`src/inc/aem_pkg.sv`:
```
// Constants shared by the external memory interface files.
package aem_pkg;
	// Register byte offsets on the register bus.
	localparam logic [7:0] OFS_WAIT_CFG = 8'h04;
	localparam logic [7:0] OFS_REG0_CFG = 8'h10;
	localparam logic [7:0] OFS_REG1_CFG = 8'h14;
	localparam logic [7:0] OFS_IRQ_RAW = 8'h40;
	localparam logic [7:0] OFS_IRQ_MSK = 8'h44;
	localparam logic [7:0] OFS_IRQ_SET = 8'h48;
	localparam logic [7:0] OFS_IRQ_CLR = 8'h4c;
	localparam logic [7:0] OFS_BURST = 8'h5c;
	localparam logic [7:0] OFS_NAND_CTL = 8'h60;
	localparam logic [7:0] OFS_NAND_STS = 8'h64;
	localparam logic [7:0] OFS_PAR0 = 8'h70;
	localparam logic [7:0] OFS_PAR1 = 8'h74;
	localparam logic [7:0] OFS_Q_LOAD = 8'hbc;
	localparam logic [7:0] OFS_Q_W1 = 8'hc0;
	localparam logic [7:0] OFS_Q_W2 = 8'hc4;
	localparam logic [7:0] OFS_Q_W3 = 8'hc8;
	localparam logic [7:0] OFS_Q_W4 = 8'hcc;
	localparam logic [7:0] OFS_ERR_LOC1 = 8'hd0;
	localparam logic [7:0] OFS_ERR_LOC2 = 8'hd4;
	localparam logic [7:0] OFS_ERR_PAT1 = 8'hd8;
	localparam logic [7:0] OFS_ERR_PAT2 = 8'hdc;
	// Region configuration fields; each count field holds cycles minus one.
	localparam int CFG_SS = 31;
	localparam int CFG_EW = 30;
	localparam int CFG_WS_LSB = 26;
	localparam int CFG_WST_LSB = 20;
	localparam int CFG_WH_LSB = 17;
	localparam int CFG_RS_LSB = 13;
	localparam int CFG_RST_LSB = 7;
	localparam int CFG_RH_LSB = 4;
	localparam int CFG_TA_LSB = 2;
	localparam int CFG_ASIZE = 0;
	localparam logic [31:0] CFG_RESET = 32'h3ffffffc;
	// Wait configuration: maximum wait count in the low byte.
	localparam int MAX_WAIT_COUNT_LSB = 0;
	localparam logic [31:0] WAIT_CFG_RESET = 32'h000000ff;
	localparam int WAIT_MULT = 16;
	// Internal cycles from wait release at the pin to output enable high.
	localparam int WAIT_RELEASE_CYC = 4;
	localparam int SYNC_STAGES = 2;
	localparam logic [1:0] REL_LAST = 2'(WAIT_RELEASE_CYC - SYNC_STAGES - 1);
	// Burst control and NAND control fields.
	localparam int BURST_EN_LSB = 0;
	localparam int BURST_LEN_LSB = 4;
	localparam int NAND_EN_LSB = 0;
	localparam int ECC4_REGION = 4;
	localparam int ECC1_RUN_LSB = 8;
	localparam int ECC4_RUN = 12;
	localparam int IRQ_TIMEOUT = 0;
	// Code sizes.
	localparam int PAR_W = 28;
	localparam int SYM_W = 10;
	localparam int SYM_N = 8;
	localparam int QUAD_W = 80;
	localparam logic [5:0][7:0] COL_MASK = {8'hf0, 8'h0f, 8'hcc, 8'h33, 8'haa, 8'h55};
	localparam logic [79:0] ECC4_TAPS = 80'h0090_0240_0810_2040_0204;
endpackage : aem_pkg

```
`src/inc/aem_ecc_if.sv`:
```
// Signals between the access engine and the error code unit.
`timescale 1ns/100ps
interface aem_ecc_if
	import aem_pkg::*;
();
	logic stb;
	logic [7:0] byte_d;
	logic [SYM_W-1:0] sym;
	logic region;
	logic [1:0] ecc1_run;
	logic [1:0] par_clr;
	logic ecc4_run;
	logic ecc4_region;
	logic ecc4_start;
	logic load_stb;
	logic [SYM_W-1:0] load_d;
	logic [PAR_W-1:0] par0;
	logic [PAR_W-1:0] par1;
	logic [QUAD_W-1:0] quad;
	logic [QUAD_W-1:0] err;
	modport core (output stb, byte_d, sym, region, ecc1_run, par_clr, ecc4_run, ecc4_region,
		ecc4_start, load_stb, load_d, input par0, par1, quad, err);
	modport ecc (input stb, byte_d, sym, region, ecc1_run, par_clr, ecc4_run, ecc4_region,
		ecc4_start, load_stb, load_d, output par0, par1, quad, err);
endinterface : aem_ecc_if

```
`src/logic/aem_ecc.sv`:
```
// Single-bit parity code and four-bit symbol code over NAND data.
`timescale 1ns/100ps
module aem_ecc
	import aem_pkg::*;
(
	input wire logic ref_clk,
	input wire logic nrst,
	aem_ecc_if.ecc bus
);
	// Whole state of the unit.
	typedef struct packed {
		logic [1:0][PAR_W-1:0] par;
		logic [1:0][10:0] idx;
		logic [QUAD_W-1:0] acc;
		logic [QUAD_W-1:0] load;
	} aem_ecc_type;

	aem_ecc_type s_reg;
	aem_ecc_type s_next;

	// Parity of the bits of a byte that a mask selects.
	function automatic logic odd(input logic [7:0] b, input logic [7:0] m);
		odd = ^(b & m);
	endfunction : odd

	// Accumulates both codes for each data strobe.
	always_comb
	begin
		logic p;
		logic [SYM_W-1:0] sym;
		p = ^bus.byte_d;
		sym = '0;
		s_next = s_reg;
		for (int r = 0; r < 2; r++)
		begin
			if (bus.par_clr[r])
			begin
				s_next.par[r] = '0;
				s_next.idx[r] = '0;
			end
			else if (bus.stb && bus.region == r[0] && bus.ecc1_run[r])
			begin
				// Row parities split by each bit of the byte index.
				for (int k = 0; k < 11; k++)
				begin
					if (s_reg.idx[r][k])
						s_next.par[r][7 + 2 * k] = s_reg.par[r][7 + 2 * k] ^ p;
					else
						s_next.par[r][6 + 2 * k] = s_reg.par[r][6 + 2 * k] ^ p;
				end
				// Column parities inside the byte.
				for (int c = 0; c < 6; c++)
					s_next.par[r][c] = s_reg.par[r][c] ^ odd(bus.byte_d, COL_MASK[c]);
				s_next.idx[r] = s_reg.idx[r] + 11'h1;
			end
		end
		if (bus.ecc4_start)
		begin
			s_next.acc = '0;
			s_next.load = '0;
		end
		else
		begin
			// Each symbol lane runs its own feedback polynomial.
			if (bus.stb && bus.ecc4_run && bus.region == bus.ecc4_region)
			begin
				for (int i = 0; i < SYM_N; i++)
				begin
					sym = s_reg.acc[i * SYM_W +: SYM_W];
					s_next.acc[i * SYM_W +: SYM_W] = {sym[8:0], ^(sym & ECC4_TAPS[i * SYM_W +: SYM_W])}
						^ bus.sym;
				end
			end
			// Stored code from the flash shifts in one symbol per write.
			if (bus.load_stb)
				s_next.load = {s_reg.load[QUAD_W-SYM_W-1:0], bus.load_d};
		end
	end

	// Registers the state.
	always_ff @(posedge ref_clk)
	begin
		if (!nrst)
			s_reg <= '0;
		else
			s_reg <= s_next;
	end

	assign bus.par0 = s_reg.par[0];
	assign bus.par1 = s_reg.par[1];
	assign bus.quad = s_reg.acc;
	// Syndrome feeds the error location and pattern words.
	assign bus.err = s_reg.acc ^ s_reg.load;
endmodule : aem_ecc

```
`src/logic/aem_top.sv`:
```
// External asynchronous memory interface: registers, access engine and pins.
// How it works
// Two chip-select regions, sixteen megabytes each.
// Data bus eight or sixteen bits wide.
// Burst flash always uses sixteen-bit bus.
// Burst flash: async access, linear burst reads.
// Never issue wrapping burst reads.
// Each region has its own timings.
// Compute one-bit and four-bit NAND codes.
// One parity register per region.
// Error locations and patterns in four registers.
// One configuration register per region.
// Raw status, mask, mask-set, mask-clear ports.
// Read lasts setup+strobe+hold plus three.
// Bank select valid setup+1 before enable.
// Bank select held hold+1 after enable.
// Memory raises wait four cycles early.
// Memory keeps wait levels two cycles.
// Burst data taken on memory clock rise.
// Count ranges: turn 4, setup 16, strobe 64, hold 8.
// Write lasts sum plus turnaround plus four.
// Output enable rises four after wait release.
// Wait beyond maximum count ends by timeout.
// Select strobe: chip select during strobe only.
// Turnaround idle on direction or region change.
// Timeout sets raw bit; mask gates interrupt.
//
// The Avalon-MM interface to the registers was chosen for this implementation.
`timescale 1ns/100ps
module aem_top
	import aem_pkg::*;
(
	input wire logic ref_clk,
	input wire logic nrst,
	input wire logic [7:0] avs_address,
	input wire logic avs_read,
	input wire logic avs_write,
	input wire logic [31:0] avs_writedata,
	output logic [31:0] avs_readdata,
	output logic avs_waitrequest,
	input wire logic xfer_req,
	input wire logic xfer_write,
	input wire logic xfer_region,
	input wire logic [23:0] xfer_addr,
	input wire logic [15:0] xfer_wdata,
	output logic xfer_busy,
	output logic xfer_done,
	output logic xfer_rvalid,
	output logic [15:0] xfer_rdata,
	input wire logic mem_hold_off_in,
	input wire logic [15:0] mem_data_io_in,
	output logic [15:0] mem_data_io_out,
	output logic mem_data_io_oe_n,
	output logic [1:0] mem_chip_select_n,
	output logic mem_output_enable_n,
	output logic mem_write_enable_n,
	output logic [1:0] mem_bank_select,
	output logic [21:0] mem_addr_out,
	output logic mem_burst_clock,
	output logic mem_addr_valid_n,
	output logic irq
);
	// Access phases, one-hot.
	typedef enum logic [7:0] {
		ST_IDLE = 8'h01,
		ST_SETUP = 8'h02,
		ST_STROBE = 8'h04,
		ST_WAIT = 8'h08,
		ST_HOLD = 8'h10,
		ST_DONE = 8'h20,
		ST_TURN = 8'h40,
		ST_BURST = 8'h80
	} aem_state_type;

	// Whole state of the block.
	typedef struct packed {
		logic waitreq; // Bus wait, high between answers.
		logic [31:0] rdata; // Bus read data.
		logic [31:0] wait_cfg; // Wait configuration.
		logic [31:0] cfg0; // Region 0 timings.
		logic [31:0] cfg1; // Region 1 timings.
		logic [31:0] burst_ctl; // Burst flash control.
		logic [31:0] nand_ctl; // NAND control.
		logic raw; // Sticky timeout status.
		logic mask; // Timeout interrupt enable.
		logic irq; // Interrupt pin.
		aem_state_type st; // Access phase.
		logic [12:0] cnt; // Phase down counter.
		logic [1:0] rel; // Cycles since wait release.
		logic pend; // Access waits behind turnaround.
		logic we; // Access is a write.
		logic region; // Access region.
		logic burst; // Access is a burst read.
		logic [15:0] wdata; // Write data.
		logic last_valid; // An access has finished.
		logic last_we; // Direction of the last access.
		logic last_region; // Region of the last access.
		logic hold_s1; // Wait synchroniser, first stage.
		logic hold_s2; // Wait synchroniser, second stage.
		logic [15:0] d_s1; // Data synchroniser, first stage.
		logic [15:0] d_s2; // Data synchroniser, second stage.
		logic [15:0] rd; // Last read word.
		logic done; // Access end pulse.
		logic rvalid; // Read word pulse.
		logic busy; // Engine not idle.
		logic [1:0] cs_n; // Chip selects.
		logic oe_n; // Output enable.
		logic we_n; // Write enable.
		logic adv_n; // Address valid.
		logic bclk; // Burst clock.
		logic d_oe_n; // Data drive enable.
		logic [21:0] a; // Address pins.
		logic [1:0] ba; // Bank select pins.
		logic [3:0] words; // Burst words left after the next one.
		logic ecc_stb; // Data word for the codes.
		logic [15:0] ecc_d; // Its value.
		logic [1:0] par_clr; // Parity clear pulses.
		logic ecc4_start; // Symbol code restart.
		logic load_stb; // Stored symbol write.
		logic [9:0] load_d; // Stored symbol.
	} aem_core_type;

	localparam aem_core_type CORE_RESET = '{
		waitreq: 1'b1, rdata: 32'h0, wait_cfg: WAIT_CFG_RESET, cfg0: CFG_RESET,
		cfg1: CFG_RESET, burst_ctl: 32'h0, nand_ctl: 32'h0, raw: 1'b0, mask: 1'b0,
		irq: 1'b0, st: ST_IDLE, cnt: 13'h0, rel: 2'h0, pend: 1'b0, we: 1'b0,
		region: 1'b0, burst: 1'b0, wdata: 16'h0, last_valid: 1'b0, last_we: 1'b0,
		last_region: 1'b0, hold_s1: 1'b0, hold_s2: 1'b0, d_s1: 16'h0, d_s2: 16'h0,
		rd: 16'h0, done: 1'b0, rvalid: 1'b0, busy: 1'b0, cs_n: 2'h3, oe_n: 1'b1,
		we_n: 1'b1, adv_n: 1'b1, bclk: 1'b0, d_oe_n: 1'b1, a: 22'h0, ba: 2'h0,
		words: 4'h0, ecc_stb: 1'b0, ecc_d: 16'h0, par_clr: 2'h0, ecc4_start: 1'b0,
		load_stb: 1'b0, load_d: 10'h0};

	aem_core_type s_reg;
	aem_core_type s_next;
	logic [31:0] cur_cfg; // Timings of the region in use.
	logic [31:0] req_cfg; // Timings of the requested region.

	aem_ecc_if ecc_bus();

	// Picks the configuration of one region.
	function automatic logic [31:0] pick_cfg(input logic r, input logic [31:0] c0, input logic [31:0] c1);
		pick_cfg = r ? c1 : c0;
	endfunction : pick_cfg

	// Setup phase length minus one: the setup count plus one cycle.
	function automatic logic [12:0] setup_cnt(input logic we, input logic [31:0] c);
		setup_cnt = we ? 13'(c[CFG_WS_LSB +: 4]) + 13'h1 : 13'(c[CFG_RS_LSB +: 4]) + 13'h1;
	endfunction : setup_cnt

	// Packs two code symbols into one register word.
	function automatic logic [31:0] sym_word(input logic [QUAD_W-1:0] v, input int k);
		sym_word = {6'h0, v[(2 * k + 1) * SYM_W +: SYM_W], 6'h0, v[2 * k * SYM_W +: SYM_W]};
	endfunction : sym_word

	assign cur_cfg = pick_cfg(s_reg.region, s_reg.cfg0, s_reg.cfg1);
	assign req_cfg = pick_cfg(xfer_region, s_reg.cfg0, s_reg.cfg1);

	// Register bus, access engine and pin levels.
	always_comb
	begin
		logic to_hold;
		logic strobe;
		logic act;
		logic [31:0] nxt_cfg; // Timings of the region of the next phase.
		to_hold = 1'b0;
		strobe = 1'b0;
		act = 1'b0;
		nxt_cfg = 32'h0;
		s_next = s_reg;
		s_next.rvalid = 1'b0;
		s_next.ecc_stb = 1'b0;
		s_next.par_clr = 2'h0;
		s_next.ecc4_start = 1'b0;
		s_next.load_stb = 1'b0;
		// Pin inputs pass two flip-flops.
		s_next.hold_s1 = mem_hold_off_in;
		s_next.hold_s2 = s_reg.hold_s1;
		s_next.d_s1 = mem_data_io_in;
		s_next.d_s2 = s_reg.d_s1;
		// Every bus request is answered in the following cycle.
		s_next.waitreq = 1'b1;
		if ((avs_read || avs_write) && s_reg.waitreq)
		begin
			s_next.waitreq = 1'b0;
			s_next.rdata = 32'h0;
			if (avs_read)
			begin
				case (avs_address)
					OFS_WAIT_CFG: s_next.rdata = s_reg.wait_cfg;
					OFS_REG0_CFG: s_next.rdata = s_reg.cfg0;
					OFS_REG1_CFG: s_next.rdata = s_reg.cfg1;
					OFS_IRQ_RAW: s_next.rdata = {31'h0, s_reg.raw};
					OFS_IRQ_MSK: s_next.rdata = {31'h0, s_reg.raw & s_reg.mask};
					OFS_IRQ_SET: s_next.rdata = {31'h0, s_reg.mask};
					OFS_IRQ_CLR: s_next.rdata = {31'h0, s_reg.mask};
					OFS_BURST: s_next.rdata = s_reg.burst_ctl;
					OFS_NAND_CTL: s_next.rdata = s_reg.nand_ctl;
					OFS_NAND_STS: s_next.rdata = {23'h0, s_reg.busy, 7'h0, s_reg.hold_s2};
					OFS_PAR0:
					begin
						// Reading a parity word clears it.
						s_next.rdata = {4'h0, ecc_bus.par0};
						s_next.par_clr[0] = 1'b1;
					end
					OFS_PAR1:
					begin
						s_next.rdata = {4'h0, ecc_bus.par1};
						s_next.par_clr[1] = 1'b1;
					end
					OFS_Q_W1: s_next.rdata = sym_word(ecc_bus.quad, 0);
					OFS_Q_W2: s_next.rdata = sym_word(ecc_bus.quad, 1);
					OFS_Q_W3: s_next.rdata = sym_word(ecc_bus.quad, 2);
					OFS_Q_W4: s_next.rdata = sym_word(ecc_bus.quad, 3);
					OFS_ERR_LOC1: s_next.rdata = sym_word(ecc_bus.err, 0);
					OFS_ERR_LOC2: s_next.rdata = sym_word(ecc_bus.err, 1);
					OFS_ERR_PAT1: s_next.rdata = sym_word(ecc_bus.err, 2);
					OFS_ERR_PAT2: s_next.rdata = sym_word(ecc_bus.err, 3);
					default: s_next.rdata = 32'h0;
				endcase
			end
			else
			begin
				case (avs_address)
					OFS_WAIT_CFG: s_next.wait_cfg = avs_writedata;
					OFS_REG0_CFG: s_next.cfg0 = avs_writedata;
					OFS_REG1_CFG: s_next.cfg1 = avs_writedata;
					OFS_IRQ_RAW: s_next.raw = s_reg.raw & ~avs_writedata[IRQ_TIMEOUT];
					OFS_IRQ_SET: s_next.mask = s_reg.mask | avs_writedata[IRQ_TIMEOUT];
					OFS_IRQ_CLR: s_next.mask = s_reg.mask & ~avs_writedata[IRQ_TIMEOUT];
					OFS_BURST: s_next.burst_ctl = avs_writedata;
					OFS_NAND_CTL:
					begin
						// Starting a code clears what it held.
						s_next.nand_ctl = avs_writedata;
						s_next.par_clr = avs_writedata[ECC1_RUN_LSB +: 2] & ~s_reg.nand_ctl[ECC1_RUN_LSB +: 2];
						s_next.ecc4_start = avs_writedata[ECC4_RUN] & ~s_reg.nand_ctl[ECC4_RUN];
					end
					OFS_Q_LOAD:
					begin
						s_next.load_stb = 1'b1;
						s_next.load_d = avs_writedata[9:0];
					end
					default: s_next.load_stb = 1'b0;
				endcase
			end
		end
		// Access engine; one internal cycle is one clock.
		case (s_reg.st)
			ST_IDLE:
			begin
				if (xfer_req)
				begin
					s_next.we = xfer_write;
					s_next.region = xfer_region;
					s_next.wdata = xfer_wdata;
					// Only linear bursts exist; reads of a burst region burst.
					s_next.burst = !xfer_write && s_reg.burst_ctl[BURST_EN_LSB + 32'(xfer_region)];
					// Sixteen-bit parts take a word address.
					if (req_cfg[CFG_ASIZE] || s_next.burst)
						{s_next.a, s_next.ba} = {xfer_addr[23:1], 1'b0};
					else
						{s_next.a, s_next.ba} = xfer_addr;
					if (s_reg.last_valid && !s_reg.last_we && (xfer_write || xfer_region != s_reg.last_region))
					begin
						s_next.st = ST_TURN;
						s_next.pend = 1'b1;
						s_next.cnt = 13'(req_cfg[CFG_TA_LSB +: 2]);
					end
					else if (s_next.burst)
					begin
						s_next.st = ST_BURST;
						s_next.words = s_reg.burst_ctl[BURST_LEN_LSB +: 4];
						s_next.adv_n = 1'b0;
					end
					else
					begin
						s_next.st = ST_SETUP;
						s_next.cnt = setup_cnt(xfer_write, req_cfg);
					end
				end
			end
			ST_SETUP:
			begin
				if (s_reg.cnt == 13'h0)
				begin
					s_next.st = ST_STROBE;
					s_next.cnt = s_reg.we ? 13'(cur_cfg[CFG_WST_LSB +: 6]) : 13'(cur_cfg[CFG_RST_LSB +: 6]);
				end
				else
					s_next.cnt = s_reg.cnt - 13'h1;
			end
			ST_STROBE:
			begin
				if (s_reg.cnt != 13'h0)
					s_next.cnt = s_reg.cnt - 13'h1;
				else if (cur_cfg[CFG_EW] && s_reg.hold_s2)
				begin
					// Wait seen by the end of strobe stretches it.
					s_next.st = ST_WAIT;
					s_next.rel = 2'h0;
					s_next.cnt = 13'((32'(s_reg.wait_cfg[MAX_WAIT_COUNT_LSB +: 8]) + 32'h1) * WAIT_MULT - 1);
				end
				else
					to_hold = 1'b1;
			end
			ST_WAIT:
			begin
				if (s_reg.hold_s2)
					s_next.rel = 2'h0;
				else if (s_reg.rel == REL_LAST)
					to_hold = 1'b1;
				else
					s_next.rel = s_reg.rel + 2'h1;
				if (s_reg.cnt == 13'h0)
				begin
					to_hold = 1'b1;
					s_next.raw = 1'b1;
				end
				else
					s_next.cnt = s_reg.cnt - 13'h1;
			end
			ST_HOLD:
			begin
				if (s_reg.cnt == 13'h0)
					s_next.st = ST_DONE;
				else
					s_next.cnt = s_reg.cnt - 13'h1;
			end
			ST_DONE:
			begin
				s_next.rvalid = !s_reg.we && !s_reg.burst;
				s_next.last_valid = 1'b1;
				s_next.last_we = s_reg.we;
				s_next.last_region = s_reg.region;
				if (s_reg.we)
				begin
					// A write always closes with turnaround plus one.
					s_next.st = ST_TURN;
					s_next.pend = 1'b0;
					s_next.cnt = 13'(cur_cfg[CFG_TA_LSB +: 2]) + 13'h1;
				end
				else
					s_next.st = ST_IDLE;
			end
			ST_TURN:
			begin
				if (s_reg.cnt != 13'h0)
					s_next.cnt = s_reg.cnt - 13'h1;
				else if (!s_reg.pend)
					s_next.st = ST_IDLE;
				else if (s_reg.burst)
				begin
					s_next.st = ST_BURST;
					s_next.words = s_reg.burst_ctl[BURST_LEN_LSB +: 4];
					s_next.adv_n = 1'b0;
				end
				else
				begin
					s_next.st = ST_SETUP;
					s_next.cnt = setup_cnt(s_reg.we, cur_cfg);
				end
			end
			ST_BURST:
			begin
				// Memory clock is the clock divided by two.
				s_next.bclk = !s_reg.bclk;
				if (!s_reg.bclk)
				begin
					if (!s_reg.adv_n)
						s_next.adv_n = 1'b1;
					else
					begin
						s_next.rd = s_reg.d_s2;
						s_next.rvalid = 1'b1;
						s_next.ecc_stb = 1'b1;
						s_next.ecc_d = s_reg.d_s2;
						if (s_reg.words == 4'h0)
							s_next.st = ST_DONE;
						else
							s_next.words = s_reg.words - 4'h1;
					end
				end
			end
			default: s_next.st = ST_IDLE;
		endcase
		// Strobe end: take read data and enter hold.
		if (to_hold)
		begin
			s_next.st = ST_HOLD;
			s_next.cnt = s_reg.we ? 13'(cur_cfg[CFG_WH_LSB +: 3]) + 13'h1 : 13'(cur_cfg[CFG_RH_LSB +: 3]) + 13'h1;
			s_next.ecc_stb = 1'b1;
			s_next.ecc_d = s_reg.we ? s_reg.wdata : s_reg.d_s2;
			if (!s_reg.we)
				s_next.rd = s_reg.d_s2;
		end
		// Pin levels follow the next phase.
		strobe = s_next.st == ST_STROBE || s_next.st == ST_WAIT;
		act = strobe || s_next.st == ST_SETUP || s_next.st == ST_HOLD || s_next.st == ST_BURST;
		s_next.cs_n = 2'h3;
		nxt_cfg = pick_cfg(s_next.region, s_reg.cfg0, s_reg.cfg1);
		if (strobe || (act && !nxt_cfg[CFG_SS]))
			s_next.cs_n[s_next.region] = 1'b0;
		s_next.oe_n = !((strobe && !s_next.we) || s_next.st == ST_BURST);
		s_next.we_n = !(strobe && s_next.we);
		s_next.d_oe_n = !(act && s_next.we);
		if (s_next.st != ST_BURST)
		begin
			s_next.adv_n = 1'b1;
			s_next.bclk = 1'b0;
		end
		s_next.busy = s_next.st != ST_IDLE;
		s_next.done = s_next.st == ST_DONE;
		s_next.irq = s_next.raw & s_next.mask;
	end

	// Registers the state.
	always_ff @(posedge ref_clk)
	begin
		if (!nrst)
			s_reg <= CORE_RESET;
		else
			s_reg <= s_next;
	end

	// Code unit sees NAND words only.
	assign ecc_bus.stb = s_reg.ecc_stb && s_reg.nand_ctl[NAND_EN_LSB + 32'(s_reg.region)];
	assign ecc_bus.byte_d = s_reg.ecc_d[7:0];
	assign ecc_bus.sym = s_reg.ecc_d[9:0];
	assign ecc_bus.region = s_reg.region;
	assign ecc_bus.ecc1_run = s_reg.nand_ctl[ECC1_RUN_LSB +: 2];
	assign ecc_bus.par_clr = s_reg.par_clr;
	assign ecc_bus.ecc4_run = s_reg.nand_ctl[ECC4_RUN];
	assign ecc_bus.ecc4_region = s_reg.nand_ctl[ECC4_REGION];
	assign ecc_bus.ecc4_start = s_reg.ecc4_start;
	assign ecc_bus.load_stb = s_reg.load_stb;
	assign ecc_bus.load_d = s_reg.load_d;

	aem_ecc u_ecc (
		.ref_clk(ref_clk),
		.nrst(nrst),
		.bus(ecc_bus.ecc)
	);

	assign avs_readdata = s_reg.rdata;
	assign avs_waitrequest = s_reg.waitreq;
	assign xfer_busy = s_reg.busy;
	assign xfer_done = s_reg.done;
	assign xfer_rvalid = s_reg.rvalid;
	assign xfer_rdata = s_reg.rd;
	assign mem_data_io_out = s_reg.wdata;
	assign mem_data_io_oe_n = s_reg.d_oe_n;
	assign mem_chip_select_n = s_reg.cs_n;
	assign mem_output_enable_n = s_reg.oe_n;
	assign mem_write_enable_n = s_reg.we_n;
	assign mem_bank_select = s_reg.ba;
	assign mem_addr_out = s_reg.a;
	assign mem_burst_clock = s_reg.bclk;
	assign mem_addr_valid_n = s_reg.adv_n;
	assign irq = s_reg.irq;
endmodule : aem_top

```
`config.mk`:
```
export PLATFORM = sky130hd
export DESIGN_NAME = aem_top
export DESIGN_NICKNAME = d
export VERILOG_FILES = /design/src/inc/aem_pkg.sv /design/src/inc/aem_ecc_if.sv /design/src/logic/aem_ecc.sv /design/src/logic/aem_top.sv
export SDC_FILE = /design/constraint.sdc
export NUM_CORES = 1
export LEC_CHECK = 0
export ABC_CLOCK_PERIOD_IN_PS = 4410
export BUFFER_PORTS_ARGS = -buffer_cell sky130_fd_sc_hd__buf_2
export CORE_MARGIN = 5
export CORE_UTILIZATION = 60
export DETAILED_ROUTE_END_ITERATION = 10
export PLACE_DENSITY = 0.81
export SYNTH_ARGS = -nofsm -noshare
export SYNTH_HDL_FRONTEND = slang
export SYNTH_SLANG_ARGS = --single-unit
```
`constraint.sdc`:
```
create_clock -name ref_clk -period 4.41 [get_ports ref_clk]
set_clock_uncertainty 0.1 [all_clocks]
set_input_delay 0.2205 -clock ref_clk [delete_from_list [all_inputs] [get_ports ref_clk]]
set_output_delay 0.2205 -clock ref_clk [all_outputs]
set_load 0.02 [all_outputs]
```
==> impl_metrics.env <==
export IMPL_run_status="finished with violations"
export IMPL_failing_checks="max-capacitance violations, max-slew violations"
export IMPL_drt_first_pass_iters=6
export IMPL_hp_start="xfer_req"
export IMPL_wl_per_cell_um=23.5
export IMPL_synth_top_cell_by_area="sky130_fd_sc_hd__dfxtp_1"
export IMPL_grt_start_max_net_pins=147
export IMPL_instances_no_fill=3982
export IMPL_drc=0
export IMPL_setup_repair_after_global_routing_missed_its_margin="false"
export IMPL_worst_hold_path_type="input port to flip-flop"
export IMPL_fin_worst_hold_slack_ns=0.0472
export IMPL_place_port_buffers=203
export IMPL_netlist_instances=3252
export IMPL_post_synth_top_area_fraction=0.429
export IMPL_numCtsBuffers=60
export IMPL_syn_mean_instance_area_um2=8.51
export IMPL_io_pins=204
export IMPL_grt_antenna_before_repair=5
export IMPL_crit_path_end_kind="flip-flop"
export IMPL_ys_seq_elements=593
export IMPL_slew_headroom=-0.0319
export IMPL_largest_register_ffs=209
export IMPL_multi_input_area_um2=14100
export IMPL_timing_worst_slew_pin_value_ns=1.54
export IMPL_insertion_delay_ns=0.65
export IMPL_clkTransAtPathRegs_ns=0.06
export IMPL_route_antenna_remaining_nets=0
export IMPL_overflow_after_grt=0
export IMPL_place_worst_setup_slack_ns=1.19
export IMPL_max_h_tree_level=2
export IMPL_grt_use_total=0.354
export IMPL_synth_flop_cell="sky130_fd_sc_hd__dfxtp_1"
export IMPL_required_ns=4.78
export IMPL_synth_commonest_cells="596 x sky130_fd_sc_hd__nand2_1, 593 x sky130_fd_sc_hd__dfxtp_1, 307 x sky130_fd_sc_hd__nor2_1"
export IMPL_fin_nets=3452
export IMPL_power_density_cell_area_nw_per_um2=364
export IMPL_syn_cell_area_um2=27700
export IMPL_max_cap_viol_count=1
export IMPL_timing_final_crit_share=0.760
export IMPL_vias=24900
export IMPL_placeableCoreArea_um2=45500
export IMPL_timing_critical_path_from_type="flip-flop"
export IMPL_total_leakage_power_nw=11.4
export IMPL_ir_worst_vdd_mv=0.273
export IMPL_viasPerCell=6.26
export IMPL_r2r_start="s_reg[162]"
export IMPL_synthesis_nets=3367
export IMPL_synthDistinctLibCells=86
export IMPL_global_route_wire_length_before_repair_mm=141
export IMPL_cts_setup_buffers=0
export IMPL_die_h_um=225
export IMPL_slew_viol_final=6
export IMPL_layout_setup_ws_ns=1.06
export IMPL_number_of_enable_flip_flop_cells_after_synthesis=0
export IMPL_yosys_cell_count_top_type="sky130_fd_sc_hd__nand2_1"
export IMPL_drive_above_1_share=0.117
export IMPL_row_count=78
export IMPL_crit_arrival_ns=3.72
export IMPL_synth_async_reset_ratio=0
export IMPL_first_global_vias=23400
export IMPL_synth_seq_area_share=0.429
export IMPL_routabilityCongestion=0.999
export IMPL_hold_viol_final=0
export IMPL_final_setup_viol_count=0
export IMPL_timing_final_crit_period_ns=3.35
export IMPL_post_cts_resize_count=0
export IMPL_syn2layout_area_growth_pct=12.7
export IMPL_tritoncts="built"
export IMPL_regArea_um2=11900
export IMPL_postRouteWirelength_mm=93.5
export IMPL_clockRootBuffer="sky130_fd_sc_hd__clkbuf_16"
export IMPL_number_of_fill_cells_in_the_layout=3591
export IMPL_drt_iter0_drc=3373
export IMPL_initial_utilization=0.609
export IMPL_clockBufferDepth=3
export IMPL_setup_worst_path_start="s_reg[162]"
export IMPL_cts_num_sinks=593
export IMPL_synth_top_cells_by_area="sky130_fd_sc_hd__dfxtp_1 43%, sky130_fd_sc_hd__nand2_1 8.1%, sky130_fd_sc_hd__xnor2_1 4.5%"
export IMPL_criticalPathCategory="flip-flop to flip-flop"
export IMPL_fin_setup_tns_ns=0
export IMPL_die_width_um=225
export IMPL_ys_warnings_count=0
export IMPL_post_dp_hpwl_mm=65.8
export IMPL_die_area_um2=50500
export IMPL_maximum_clock_rate_mhz=298
export IMPL_worstPathMaxFanout=10
export IMPL_post_place_cells=3783
==> final timing paths <==
check | to | slack (ns) | depth (start not counted)
max | ecc_bus.byte_d[4] | 1.06 | 7
min | s_reg[148] | 0.05 | 5
max reg2reg | ecc_bus.byte_d[4] | 1.06 | 7
min reg2reg | s_reg[98] | 0.33 | 1
==> timing repair <==
| action | in CTS | in global routing |
|---|---|---|
| setup endpoints to repair | 0 | 0 |
| endpoints found under the hold margin | 231 | 0 |
| hold buffers | 92 | 0 |
==> final cells by class <==
class	instances	share of cell area
clock inverter	16	0.00617
timing repair buffer	348	0.0763
multi-input combinational	2306	0.453
inverter	28	0.00337
antenna	1	0.0000802
sequential	593	0.381
clock buffer	90	0.0562
tap	600	0.0241
==> placed cells by master, fill, tap and decap left out, types with 13 or more instances in the layout <==
cell / synthesis / routed
sky130_fd_sc_hd__nand2_1: 596 / 596
sky130_fd_sc_hd__dfxtp_1: 593 / 592
sky130_fd_sc_hd__nor2_1: 307 / 306
sky130_fd_sc_hd__buf_2: 25 / 202
sky130_fd_sc_hd__xnor2_1: 142 / 142
sky130_fd_sc_hd__mux2i_1: 117 / 117
sky130_fd_sc_hd__o21ai_0: 112 / 112
sky130_fd_sc_hd__a21boi_0: 110 / 110
sky130_fd_sc_hd__nand3_1: 108 / 108
sky130_fd_sc_hd__dlygate4sd3_1: 0 / 92
sky130_fd_sc_hd__a211oi_1: 91 / 91
sky130_fd_sc_hd__a21oi_1: 92 / 91
sky130_fd_sc_hd__xor2_1: 80 / 80
sky130_fd_sc_hd__a22oi_1: 61 / 61
sky130_fd_sc_hd__clkbuf_16: 0 / 60
sky130_fd_sc_hd__and2_1: 48 / 51
sky130_fd_sc_hd__buf_4: 93 / 50
sky130_fd_sc_hd__a21boi_1: 46 / 46
sky130_fd_sc_hd__inv_1: 28 / 28
sky130_fd_sc_hd__nor3b_1: 28 / 28
sky130_fd_sc_hd__nor2b_1: 25 / 25
sky130_fd_sc_hd__or3_1: 24 / 24
sky130_fd_sc_hd__a22o_1: 23 / 23
sky130_fd_sc_hd__nand4_1: 22 / 22
sky130_fd_sc_hd__nor3_1: 20 / 19
sky130_fd_sc_hd__a221oi_1: 18 / 18
sky130_fd_sc_hd__mux4_2: 17 / 17
sky130_fd_sc_hd__clkbuf_1: 188 / 16
sky130_fd_sc_hd__clkbuf_8: 0 / 15
sky130_fd_sc_hd__and3_1: 14 / 14
sky130_fd_sc_hd__o32ai_1: 13 / 13
==> logic make-up (layout without fill, tap and decap cells) <==
group                    Yosys count  count (layout)  share of synthesized area
AO/OA/AOI/OAI                    668             668                      0.168
XOR/XNOR                         222             222                     0.0702
adder cells (fa/ha/maj)           11              11                    0.00497
buffers and inverters            353             482                     0.0621
flip-flops                       593             593                      0.429
multiplexers                     137             137                     0.0574
other                              0               1                          0
AND/OR/NAND/NOR                 1268            1268                      0.209
==> power by group <==
group	total (mW)	internal, mW	switching (mW)
Sequential	5.46	5.41	0.0472
Clock	5.11	2.91	2.20
Combinational	0.778	0.283	0.495
==> per-layer routing <==
layer,wire (um),global-route usage,vias up
met3,10300,0.0864,282
met1,36200,0.464,11900
met4,4600,0.156,8
li1,-,-,11300
met2,42400,0.558,1452
met5,49,0,-
==> through the flow <==
step           instance area (um2)  total power, mW   util
6_report                     31200             11.4  0.686
3_3_place_gp                 28300             6.26  0.623
3_5_place_dp                 28300             6.27  0.623
2_1_floorplan                27700             6.06      -
5_1_grt                      31200             11.7  0.686
4_1_cts                      31200             11.3  0.686
==> critical path, stage by stage (launching register included) <==
cell                      delay [ns]
sky130_fd_sc_hd__dfxtp_1        0.42
sky130_fd_sc_hd__nor4_4         0.54
sky130_fd_sc_hd__nand3_1        0.41
sky130_fd_sc_hd__or2_1          0.37
sky130_fd_sc_hd__a22oi_2        0.52
sky130_fd_sc_hd__nand2_2        0.39
sky130_fd_sc_hd__mux2i_1        0.30
sky130_fd_sc_hd__a21oi_1        0.11
(Power assumes the default switching activity.)
